File: src/core/ssdr_pkg.sv
package ssdr_pkg;
    // ---------------------------------------------------------------
    // Frame layout
    // ---------------------------------------------------------------
    localparam int FRAME_BITS = 16;
    localparam int SEL_HI = 15;
    localparam int SEL_LO = 14;
    localparam int RDSEL_POS = 13;
    localparam int NOWR_POS = 12;
    localparam logic [1:0] SEL_SYSTEM = 2'h0;
    localparam logic [4:0] BITCNT_LAST = 5'h0F;
    localparam logic [4:0] BITCNT_INIT = 5'h00;
    // ---------------------------------------------------------------
    // Diagnosis field positions
    // ---------------------------------------------------------------
    localparam int GND_POS = 11;
    localparam int CANF_HI = 10;
    localparam int CANF_LO = 7;
    localparam int LINF_HI = 6;
    localparam int LINF_LO = 5;
    localparam int AUX_POS = 4;
    localparam int CANREG_POS = 3;
    localparam int MCU_POS = 2;
    localparam int CAN_TRANSCEIVER_MODE_CODE_HI = 1;
    localparam int CAN_TRANSCEIVER_MODE_CODE_LO = 0;
    localparam logic [3:0] CANF_RESERVED = 4'hA;
    localparam logic [3:0] CANF_NONE = 4'h0;
    // ---------------------------------------------------------------
    // Status field positions and reset values
    // ---------------------------------------------------------------
    localparam int RSRC_HI = 11;
    localparam int RSRC_LO = 8;
    localparam int ENS_POS = 1;
    localparam int PWR_POS = 0;
    localparam logic [3:0] RSRC_POR = 4'h0;
    localparam logic [15:0] WORD_ZERO = 16'h0000;
    localparam logic [11:0] MODE_ZERO = 12'h000;
endpackage

File: src/core/ssdr_frame_if.sv
`timescale 1ns/1ps
`default_nettype none
// Serial frame information passed from the shifter to the register bank, and the reply word back
interface ssdr_frame_if;
    logic [2:0] hdr;
    logic hdr_valid;
    logic done;
    logic [15:0] rx_word;
    logic [15:0] tx_word;
    modport shifter (output hdr, hdr_valid, done, rx_word, input tx_word);
    modport bank (input hdr, hdr_valid, done, rx_word, output tx_word);
endinterface
`default_nettype wire

File: src/core/ssdr_top.sv
`timescale 1ns/1ps
`default_nettype none
// ---------------------------------------------------------------
// Status and diagnosis readback bank
// ---------------------------------------------------------------
// Functional notes
// - Diagnosis is read in any mode with select field 00 and read-select bit 1.
// - Bit 12 at 1 reads without writing the mode register, at 0 also writes the mode register.
// - Diagnosis bit 11 shows the ground offset being outside threshold.
// - Bits 10..7 give the CAN fault code, with code 1010 never reported.
// - Bits 6..5 give the LIN fault code.
// - Bit 4 is 1 while the aux regulator is healthy, 0 after overload shutdown.
// - Bit 3 is 0 when the CAN regulator is off for overload, else 1.
// - The CAN regulator flag returns to 1 when that regulator is switched on again.
// - Bit 2 latches 0 on MCU supply undervoltage and a diagnosis read sets it back to 1 unless undervoltage is present as the read ends.
// - Bits 1..0 give the CAN transceiver mode.
// - Status bit 1 follows the enable output pin.
// - Status bit 0 is set by power-on reset and cleared on entering Normal mode.
// - The reset cause field is overwritten at each reset event and never cleared.
// - Status is read with select 00 and read-select 0, bit 12 acting the same.
// - With the supply fault enable set, clearing any regulator flag raises an interrupt.
module ssdr_top
    import ssdr_pkg::*;
(
    // Clock, reset, enable
    input wire logic i_mclk,
    input wire logic i_reset_n,
    input wire logic i_ce,
    // Serial port pins
    input wire logic i_cs_n,
    input wire logic i_sck,
    input wire logic i_mosi,
    output logic o_miso,
    // Monitored conditions
    input wire logic i_gnd_offset_out,
    input wire logic [3:0] i_can_fault,
    input wire logic [1:0] i_lin_fault,
    input wire logic i_aux_overload_off,
    input wire logic i_canreg_overload_off,
    input wire logic i_canreg_restart,
    input wire logic i_mcu_undervolt,
    input wire logic [1:0] i_can_mode,
    input wire logic i_enable_pin_high,
    input wire logic i_normal_entered,
    input wire logic i_reset_event,
    input wire logic [3:0] i_reset_cause,
    input wire logic i_supply_fault_irq_enable,
    // Outputs
    output logic o_mode_write,
    output logic [11:0] o_mode_data,
    output logic o_supply_fault_irq
);
    // ---------------------------------------------------------------
    // Reset release and pin synchronisers
    // ---------------------------------------------------------------
    logic [1:0] rst_sync_reg;
    logic [2:0] cs_sync_reg;
    logic [2:0] sck_sync_reg;
    logic [2:0] mosi_sync_reg;
    logic cs_q_reg;
    logic sck_q_reg;
    logic mosi_q_reg;
    wire rst_n = rst_sync_reg[1];

    // Reset released through two flops
    always_ff @(posedge i_mclk or negedge i_reset_n) begin
        if (!i_reset_n) begin
            rst_sync_reg <= 2'h0;
        end else begin
            rst_sync_reg <= {rst_sync_reg[0], 1'b1};
        end
    end

    // Change accepted only when stages two and three agree
    always_ff @(posedge i_mclk or negedge rst_n) begin
        if (!rst_n) begin
            cs_sync_reg <= 3'h7;
            sck_sync_reg <= 3'h0;
            mosi_sync_reg <= 3'h0;
            cs_q_reg <= 1'b1;
            sck_q_reg <= 1'b0;
            mosi_q_reg <= 1'b0;
        end else if (i_ce) begin
            cs_sync_reg <= {cs_sync_reg[1:0], i_cs_n};
            sck_sync_reg <= {sck_sync_reg[1:0], i_sck};
            mosi_sync_reg <= {mosi_sync_reg[1:0], i_mosi};
            if (cs_sync_reg[1] == cs_sync_reg[2]) cs_q_reg <= cs_sync_reg[2];
            if (sck_sync_reg[1] == sck_sync_reg[2]) sck_q_reg <= sck_sync_reg[2];
            if (mosi_sync_reg[1] == mosi_sync_reg[2]) mosi_q_reg <= mosi_sync_reg[2];
        end
    end

    // ---------------------------------------------------------------
    // Frame shifter
    // ---------------------------------------------------------------
    ssdr_frame_if frm ();

    ssdr_shifter u_shift (
        .i_mclk(i_mclk),
        .i_rst_n(rst_n),
        .i_ce(i_ce),
        .i_cs_n(cs_q_reg),
        .i_sck(sck_q_reg),
        .i_mosi(mosi_q_reg),
        .o_miso(o_miso),
        .frm(frm)
    );

    // ---------------------------------------------------------------
    // Frame header decode
    // ---------------------------------------------------------------
    // Header latched at decode time so the frame end sees the same target
    logic sel_diag_reg;
    logic sel_sys_reg;
    wire hdr_sys = (frm.hdr[2:1] == SEL_SYSTEM);
    wire hdr_diag = hdr_sys & frm.hdr[0];
    wire hdr_stat = hdr_sys & ~frm.hdr[0];

    always_ff @(posedge i_mclk or negedge rst_n) begin
        if (!rst_n) begin
            sel_diag_reg <= 1'b0;
            sel_sys_reg <= 1'b0;
        end else if (i_ce && frm.hdr_valid) begin
            sel_diag_reg <= hdr_diag;
            sel_sys_reg <= hdr_sys;
        end
    end

    wire frame_end = frm.done & sel_sys_reg;
    wire diag_read_end = frm.done & sel_diag_reg;
    // Read-only bit arrives fourth, so it is taken from the whole word at frame end
    wire nowr_bit = frm.rx_word[NOWR_POS];

    // ---------------------------------------------------------------
    // Diagnosis flags
    // ---------------------------------------------------------------
    logic aux_ok_reg;
    logic canreg_ok_reg;
    logic mcu_ok_reg;
    logic ground_offset_flag_reg;
    logic [3:0] can_line_fault_code_reg;
    logic [1:0] lin_line_fault_code_reg;
    logic [1:0] can_mode_reg;
    logic irq_reg;

    // Reserved CAN code masked to no failure
    wire [3:0] can_code_clean = (i_can_fault == CANF_RESERVED) ? CANF_NONE : i_can_fault;

    always_ff @(posedge i_mclk or negedge rst_n) begin
        if (!rst_n) begin
            ground_offset_flag_reg <= 1'b0;
            can_line_fault_code_reg <= CANF_NONE;
            lin_line_fault_code_reg <= 2'h0;
            can_mode_reg <= 2'h0;
        end else if (i_ce) begin
            ground_offset_flag_reg <= i_gnd_offset_out;
            can_line_fault_code_reg <= can_code_clean;
            lin_line_fault_code_reg <= i_lin_fault;
            can_mode_reg <= i_can_mode;
        end
    end

    // Regulator flags; a failure on the same cycle as a read wins
    always_ff @(posedge i_mclk or negedge rst_n) begin
        if (!rst_n) begin
            aux_ok_reg <= 1'b1;
            canreg_ok_reg <= 1'b1;
            mcu_ok_reg <= 1'b1;
        end else if (i_ce) begin
            aux_ok_reg <= ~i_aux_overload_off;
            if (i_canreg_overload_off) begin
                canreg_ok_reg <= 1'b0;
            end else if (i_canreg_restart) begin
                canreg_ok_reg <= 1'b1;
            end
            if (i_mcu_undervolt) begin
                mcu_ok_reg <= 1'b0;
            end else if (diag_read_end) begin
                mcu_ok_reg <= 1'b1;
            end
        end
    end

    // Any regulator flag falling raises the interrupt for one cycle
    wire aux_fall = aux_ok_reg & i_aux_overload_off;
    wire can_fall = canreg_ok_reg & i_canreg_overload_off;
    wire mcu_fall = mcu_ok_reg & i_mcu_undervolt;
    wire flag_fall = aux_fall | can_fall | mcu_fall;

    always_ff @(posedge i_mclk or negedge rst_n) begin
        if (!rst_n) begin
            irq_reg <= 1'b0;
        end else if (i_ce) begin
            irq_reg <= flag_fall & i_supply_fault_irq_enable;
        end
    end
    assign o_supply_fault_irq = irq_reg;

    // ---------------------------------------------------------------
    // Status fields
    // ---------------------------------------------------------------
    logic enable_pin_state_flag_reg;
    logic power_up_reset_flag_reg;
    logic [3:0] reset_cause_field_reg;

    always_ff @(posedge i_mclk or negedge rst_n) begin
        if (!rst_n) begin
            enable_pin_state_flag_reg <= 1'b0;
            power_up_reset_flag_reg <= 1'b1;
            reset_cause_field_reg <= RSRC_POR;
        end else if (i_ce) begin
            enable_pin_state_flag_reg <= i_enable_pin_high;
            if (i_normal_entered) begin
                power_up_reset_flag_reg <= 1'b0;
            end
            if (i_reset_event) begin
                reset_cause_field_reg <= i_reset_cause;
            end
        end
    end

    // ---------------------------------------------------------------
    // Reply word selection
    // ---------------------------------------------------------------
    wire [15:0] diag_word = {frm.hdr, 1'b0, ground_offset_flag_reg, can_line_fault_code_reg,
        lin_line_fault_code_reg, aux_ok_reg, canreg_ok_reg, mcu_ok_reg, can_mode_reg};
    // Status bits 7..2 belong to other logic and read as zero here
    wire [15:0] stat_word = {frm.hdr, 1'b0, reset_cause_field_reg, 6'h00,
        enable_pin_state_flag_reg, power_up_reset_flag_reg};
    assign frm.tx_word = hdr_diag ? diag_word : (hdr_stat ? stat_word : WORD_ZERO);

    // ---------------------------------------------------------------
    // Mode register write request
    // ---------------------------------------------------------------
    logic mode_write_reg;
    logic [11:0] mode_data_reg;

    always_ff @(posedge i_mclk or negedge rst_n) begin
        if (!rst_n) begin
            mode_write_reg <= 1'b0;
            mode_data_reg <= MODE_ZERO;
        end else if (i_ce) begin
            mode_write_reg <= frame_end & ~nowr_bit;
            if (frame_end && !nowr_bit) begin
                mode_data_reg <= frm.rx_word[11:0];
            end
        end
    end
    assign o_mode_write = mode_write_reg;
    assign o_mode_data = mode_data_reg;
endmodule
`default_nettype wire

File: src/core/ssdr_shifter.sv
`timescale 1ns/1ps
`default_nettype none
// ---------------------------------------------------------------
// Serial frame shifter, sampled pins, MSB first
// ---------------------------------------------------------------
module ssdr_shifter
    import ssdr_pkg::*;
(
    // Clock and control
    input wire logic i_mclk,
    input wire logic i_rst_n,
    input wire logic i_ce,
    // Synchronised pins
    input wire logic i_cs_n,
    input wire logic i_sck,
    input wire logic i_mosi,
    // Outputs
    output logic o_miso,
    // Bank side
    ssdr_frame_if.shifter frm
);
    logic [4:0] cnt_reg;
    logic [15:0] rx_reg;
    logic [15:0] tx_reg;
    logic sck_d_reg;
    logic load_reg;
    logic miso_reg;
    wire rise = i_sck & ~sck_d_reg;
    wire fall = ~i_sck & sck_d_reg;
    wire active = ~i_cs_n;
    wire [15:0] rx_shift = {rx_reg[14:0], i_mosi};

    // Header known after the first three bits arrive
    assign frm.hdr = rx_reg[2:0];
    assign frm.hdr_valid = (cnt_reg == 5'h03);
    assign frm.rx_word = rx_reg;
    assign o_miso = miso_reg;

    // Capture on rising clock, launch next bit on falling clock
    always_ff @(posedge i_mclk or negedge i_rst_n) begin
        if (!i_rst_n) begin
            cnt_reg <= BITCNT_INIT;
            rx_reg <= WORD_ZERO;
            tx_reg <= WORD_ZERO;
            sck_d_reg <= 1'b0;
            load_reg <= 1'b0;
            miso_reg <= 1'b0;
            frm.done <= 1'b0;
        end else if (i_ce) begin
            sck_d_reg <= i_sck;
            frm.done <= 1'b0;
            if (!active) begin
                cnt_reg <= BITCNT_INIT;
                load_reg <= 1'b0;
            end else if (rise) begin
                rx_reg <= rx_shift;
                cnt_reg <= cnt_reg + 5'h01;
                frm.done <= (cnt_reg == BITCNT_LAST);
                if (cnt_reg == 5'h02) begin
                    load_reg <= 1'b1;
                end
            end else if (load_reg) begin
                // Header slots already passed on the wire, so bit 12 leads
                tx_reg <= {frm.tx_word[NOWR_POS:0], 3'h0};
                load_reg <= 1'b0;
            end else if (fall && cnt_reg >= 5'h03) begin
                miso_reg <= tx_reg[15];
                tx_reg <= {tx_reg[14:0], 1'b0};
            end
        end
    end
endmodule
`default_nettype wire

File: config.mk
export PLATFORM = sky130hd
export DESIGN_NAME = ssdr_top
export DESIGN_NICKNAME = d
export VERILOG_FILES = /design/src/core/ssdr_pkg.sv /design/src/core/ssdr_frame_if.sv /design/src/core/ssdr_top.sv /design/src/core/ssdr_shifter.sv
export SDC_FILE = /design/constraint.sdc
export NUM_CORES = 1
export LEC_CHECK = 0
export BUFFER_PORTS_ARGS = -buffer_cell sky130_fd_sc_hd__buf_4
export CORE_UTILIZATION = 54
export CTS_BUF_LIST = sky130_fd_sc_hd__clkbuf_16
export DETAILED_ROUTE_END_ITERATION = 10
export PLACE_DENSITY_LB_ADDON = 0.3
export SYNTH_ARGS = -nofsm -noshare
export SYNTH_HDL_FRONTEND = slang
export SYNTH_SLANG_ARGS = --single-unit
File: constraint.sdc
create_clock -name i_mclk -period 6.45 [get_ports i_mclk]
set_clock_uncertainty 0.15 [all_clocks]
set_input_delay 0.645 -clock i_mclk [delete_from_list [all_inputs] [get_ports i_mclk]]
set_output_delay 0.645 -clock i_mclk [all_outputs]
set_load 0.02 [all_outputs]
==> qor.csv <==
stage,metric,value,unit
status,outcome,"complete, but fails checks",
status,violations,DRC,
floorplan,std_cell_rows,29,
drt,route.detailed.drc,5,
drt,detail_route.wirelength,6000,um
timing,final-hold-violation-count,0,
clocking,cell_at_the_root_of_the_clock_tree,sky130_fd_sc_hd__clkbuf_16,
yosys,top_count_cell_post_synth,sky130_fd_sc_hd__dfrtp_1,
timing,slew-limit-headroom,33.6,%
floorplan,io_pins,42,
timing,finalSetupViolations,0,
timing,final.hold.worst_slack,0.201,ns
drt,dr_total_vias,2200,
yosys,synth.distinct_cells,36,
finish,area_added_between_synthesis_and_finish,19.3,%
clocking,worstSkewPairLatency,0.33,ns
worst_setup_path,critical_path.reg2reg.startpoint,u_shift.cnt_reg[0],
clocking,max-clock-path-buffers,2,
power,pwr_density_cell,352,nW/um2
yosys,synth_largest_type_area_fraction,51.9,%
floorplan,die_footprint,7020,um2
yosys,synth_sequential_area_ratio,57.7,%
floorplan,initial_core_util,56.3,%
global_routing,grt_antenna_before_repair,0,
place,gp_congestion,0.816,
drt,detail-route-antenna-nets,0,
worst_setup_path,path_class,input port to flop,
finish,fin_area,4310,um2
power,vdd_drop_max,0.202,mV
global_routing,groute.layer.met1.usage,26.1,%
global_routing,global_route.overflow_total,0,
power,leakage,0.00206,uW
global_routing,grt_util_met2,30.2,%
global_routing,grt_pass1_wl,10600,um
drt,drt-pass1-iter-count,7,
worst_setup_path,data_required_time_at_the_worst_endpoint,6.51,ns
floorplan,chip_height,83.8,um
finish,seq_area,2090,um2
timing,final.setup.worst_slack,4.22,ns
place,dp_hpwl,3800,um
power,power.total,1520,uW
worst_setup_path,worst_r2r_endpoint,u_shift.tx_reg[4],
finish,n_fill_cell,463,
finish,antennaDiodeCount,0,
worst_setup_path,regToRegSetupSlack,4.32,ns
finish,drive_gt1_share,40.3,%
floorplan,die_width,83.8,um
place,buffer_ports.inserted,41,
yosys,synth_top_cells_by_count,"75 x sky130_fd_sc_hd__dfrtp_1, 51 x sky130_fd_sc_hd__mux2_2, 21 x sky130_fd_sc_hd__inv_1",
place,preCtsSetupSlack,3.89,ns
clocking,cts.sinks,83,
timing,worstMarginPinSlew,0.996,ns
yosys,synth-seq-cells,83,
hold_path,timing.hold.worst_endpoint,rst_sync_reg[1],
yosys,synth_nets,310,
drt,drt-wirelength-per-cell,14.9,um
timing,layout_min_cycle_time,2.23,ns
yosys,synthesis.yosys.warnings,0,
hold_path,hold_depth,0,
global_routing,grt_usage,19.5,%
yosys,ys_async_sr_fraction,100,%
yosys,yosys_most_used_dff,sky130_fd_sc_hd__dfrtp_1,
worst_setup_path,reg2regPathDepth,5,
clocking,cts.reportedPaths.clkPinSlew,0.06,ns
clocking,tritoncts,yes,
global_routing,grt_pass1_vias,2240,
drt,drt-initial-drc-count,144,
worst_setup_path,cp-end-kind,flop,
clocking,cts_made_buffers,9,
global_routing,top_usage_layer,met2,
worst_setup_path,startpoint_type,input port,
floorplan,core,6420,um2
clocking,cts_setup_buffers,0,
timing,rsz0062_at_grt,false,
hold_path,min-delay-path-class,flop to flop,
global_routing,grt_util_met3,4.55,%
timing,totalNegativeSetupSlack,0,ns
place,post_dp_cell_area,3950,um2
worst_setup_path,worst_ep_arrival_time,2.29,ns
finish,layout.nets,350,
drt,vias_per_cell,5.47,
timing,fmax,449,MHz
worst_setup_path,worst-path-max-fanout,54,
yosys,mappedNetlistArea,3610,um2
timing,final-max-slew-violation-count,0,
job,cap_viol_max_count,0,
yosys,syn_area_per_cell,12.9,um2
timing,final_min_period_over_clock_period,34.5,%
yosys,yosys-top-cells-area,"sky130_fd_sc_hd__dfrtp_1 52%, sky130_fd_sc_hd__mux2_2 16%, sky130_fd_sc_hd__dfstp_2 5.8%",
hold_path,min_from,rst_sync_reg[0],
yosys,synth-edff-count,0,
clocking,h-tree-depth,3,
global_routing,grt_max_degree,82,
finish,total_area_of_multi_input_combinational_cells,1370,um2
yosys,post-synth-top-area-cell,sky130_fd_sc_hd__dfrtp_1,
yosys,syn-instance-count,280,
## power breakdown
group	leakage, uW	switching, uW	total, uW	internal, uW
registers	0.00106	91.8	687	595
clock network	0.000182	194	607	414
logic	0.000815	99.3	223	124
total	0.00206	385	1520	1130
## cell type report
class | instances | share of cell area [%]
Inverter | 21 | 1.83
Clock buffer | 9 | 5.22
Clock inverter | 7 | 3.08
Sequential cell | 83 | 48.5
Tap cell | 77 | 2.23
Multi-Input combinational cell | 163 | 31.8
Timing Repair Buffer | 42 | 7.37
## per-stage QoR
step / util, % / cells
finish: 67.2 / 402
global route: 67.2 / 402
CTS: 67.2 / 402
detailed placement: 61.4 / 385
global placement: 61.4 / 385
floorplan: - / 280
## logic make-up (layout without fill, tap and decap cells)
logic type	count (synthesis)	count (layout)	synth area share, %
DFF	83	83	57.7
muxes	68	68	22.0
and+or+nand+nor	47	47	7.30
AOI/OAI and AO/OA	44	44	7.48
buffers and inverters	34	79	4.33
adders and majority gates	3	3	1.04
other	1	1	0.104
## how the worst max path moves through the flow
stage	slack, ns	endpoint	start
3_5_place_dp	3.89	o_mode_data[0]	i_ce
3_3_place_gp	3.92	o_mode_data[3]	i_ce
2_1_floorplan	3.83	can_line_fault_code_reg[0]	rst_sync_reg[1]
4_1_cts	4.23	o_mode_data[0]	i_ce
6_report	4.22	o_mode_data[0]	i_ce
5_1_grt	4.10	o_mode_data[10]	i_ce
## routing by layer
layer / up-vias / part of all wire [%]
met5: - / 0
met4: 0 / 1.9
met3: 11 / 3.8
met2: 44 / 46
met1: 1085 / 48
li1: 1060 / -
## worst max-delay path: stages
cell and delay (ns):
sky130_fd_sc_hd__buf_4 0.45, sky130_fd_sc_hd__nand4b_1 0.66, sky130_fd_sc_hd__mux2_2 0.49
## cell usage in the layout, fill, tap and decap left out, drive strengths merged
cell	instances
buf	41
nand4b	2
a31oi	3
a21boi	1
o21a	1
nor2	10
nand3	3
mux2i	6
conb	1
nor3	1
clkinv	1
dfrtp	75
and3	1
a21oi	14
nor2b	4
mux2	62
nand4	1
a31o	1
inv	23
a222oi	1
nand4bb	1
ha	3
nand2	17
clkbuf	9
nand2b	4
dlygate4sd3	1
bufinv	4
dfstp	8
o22ai	17
o21ai	6
nand3b	3
## timing repair
item | in CTS | in global routing
hold endpoints to repair | 2 | 0
hold buffers | 1 | 0
gates resized for setup | 0 | 0
(Power assumes the default switching activity.)
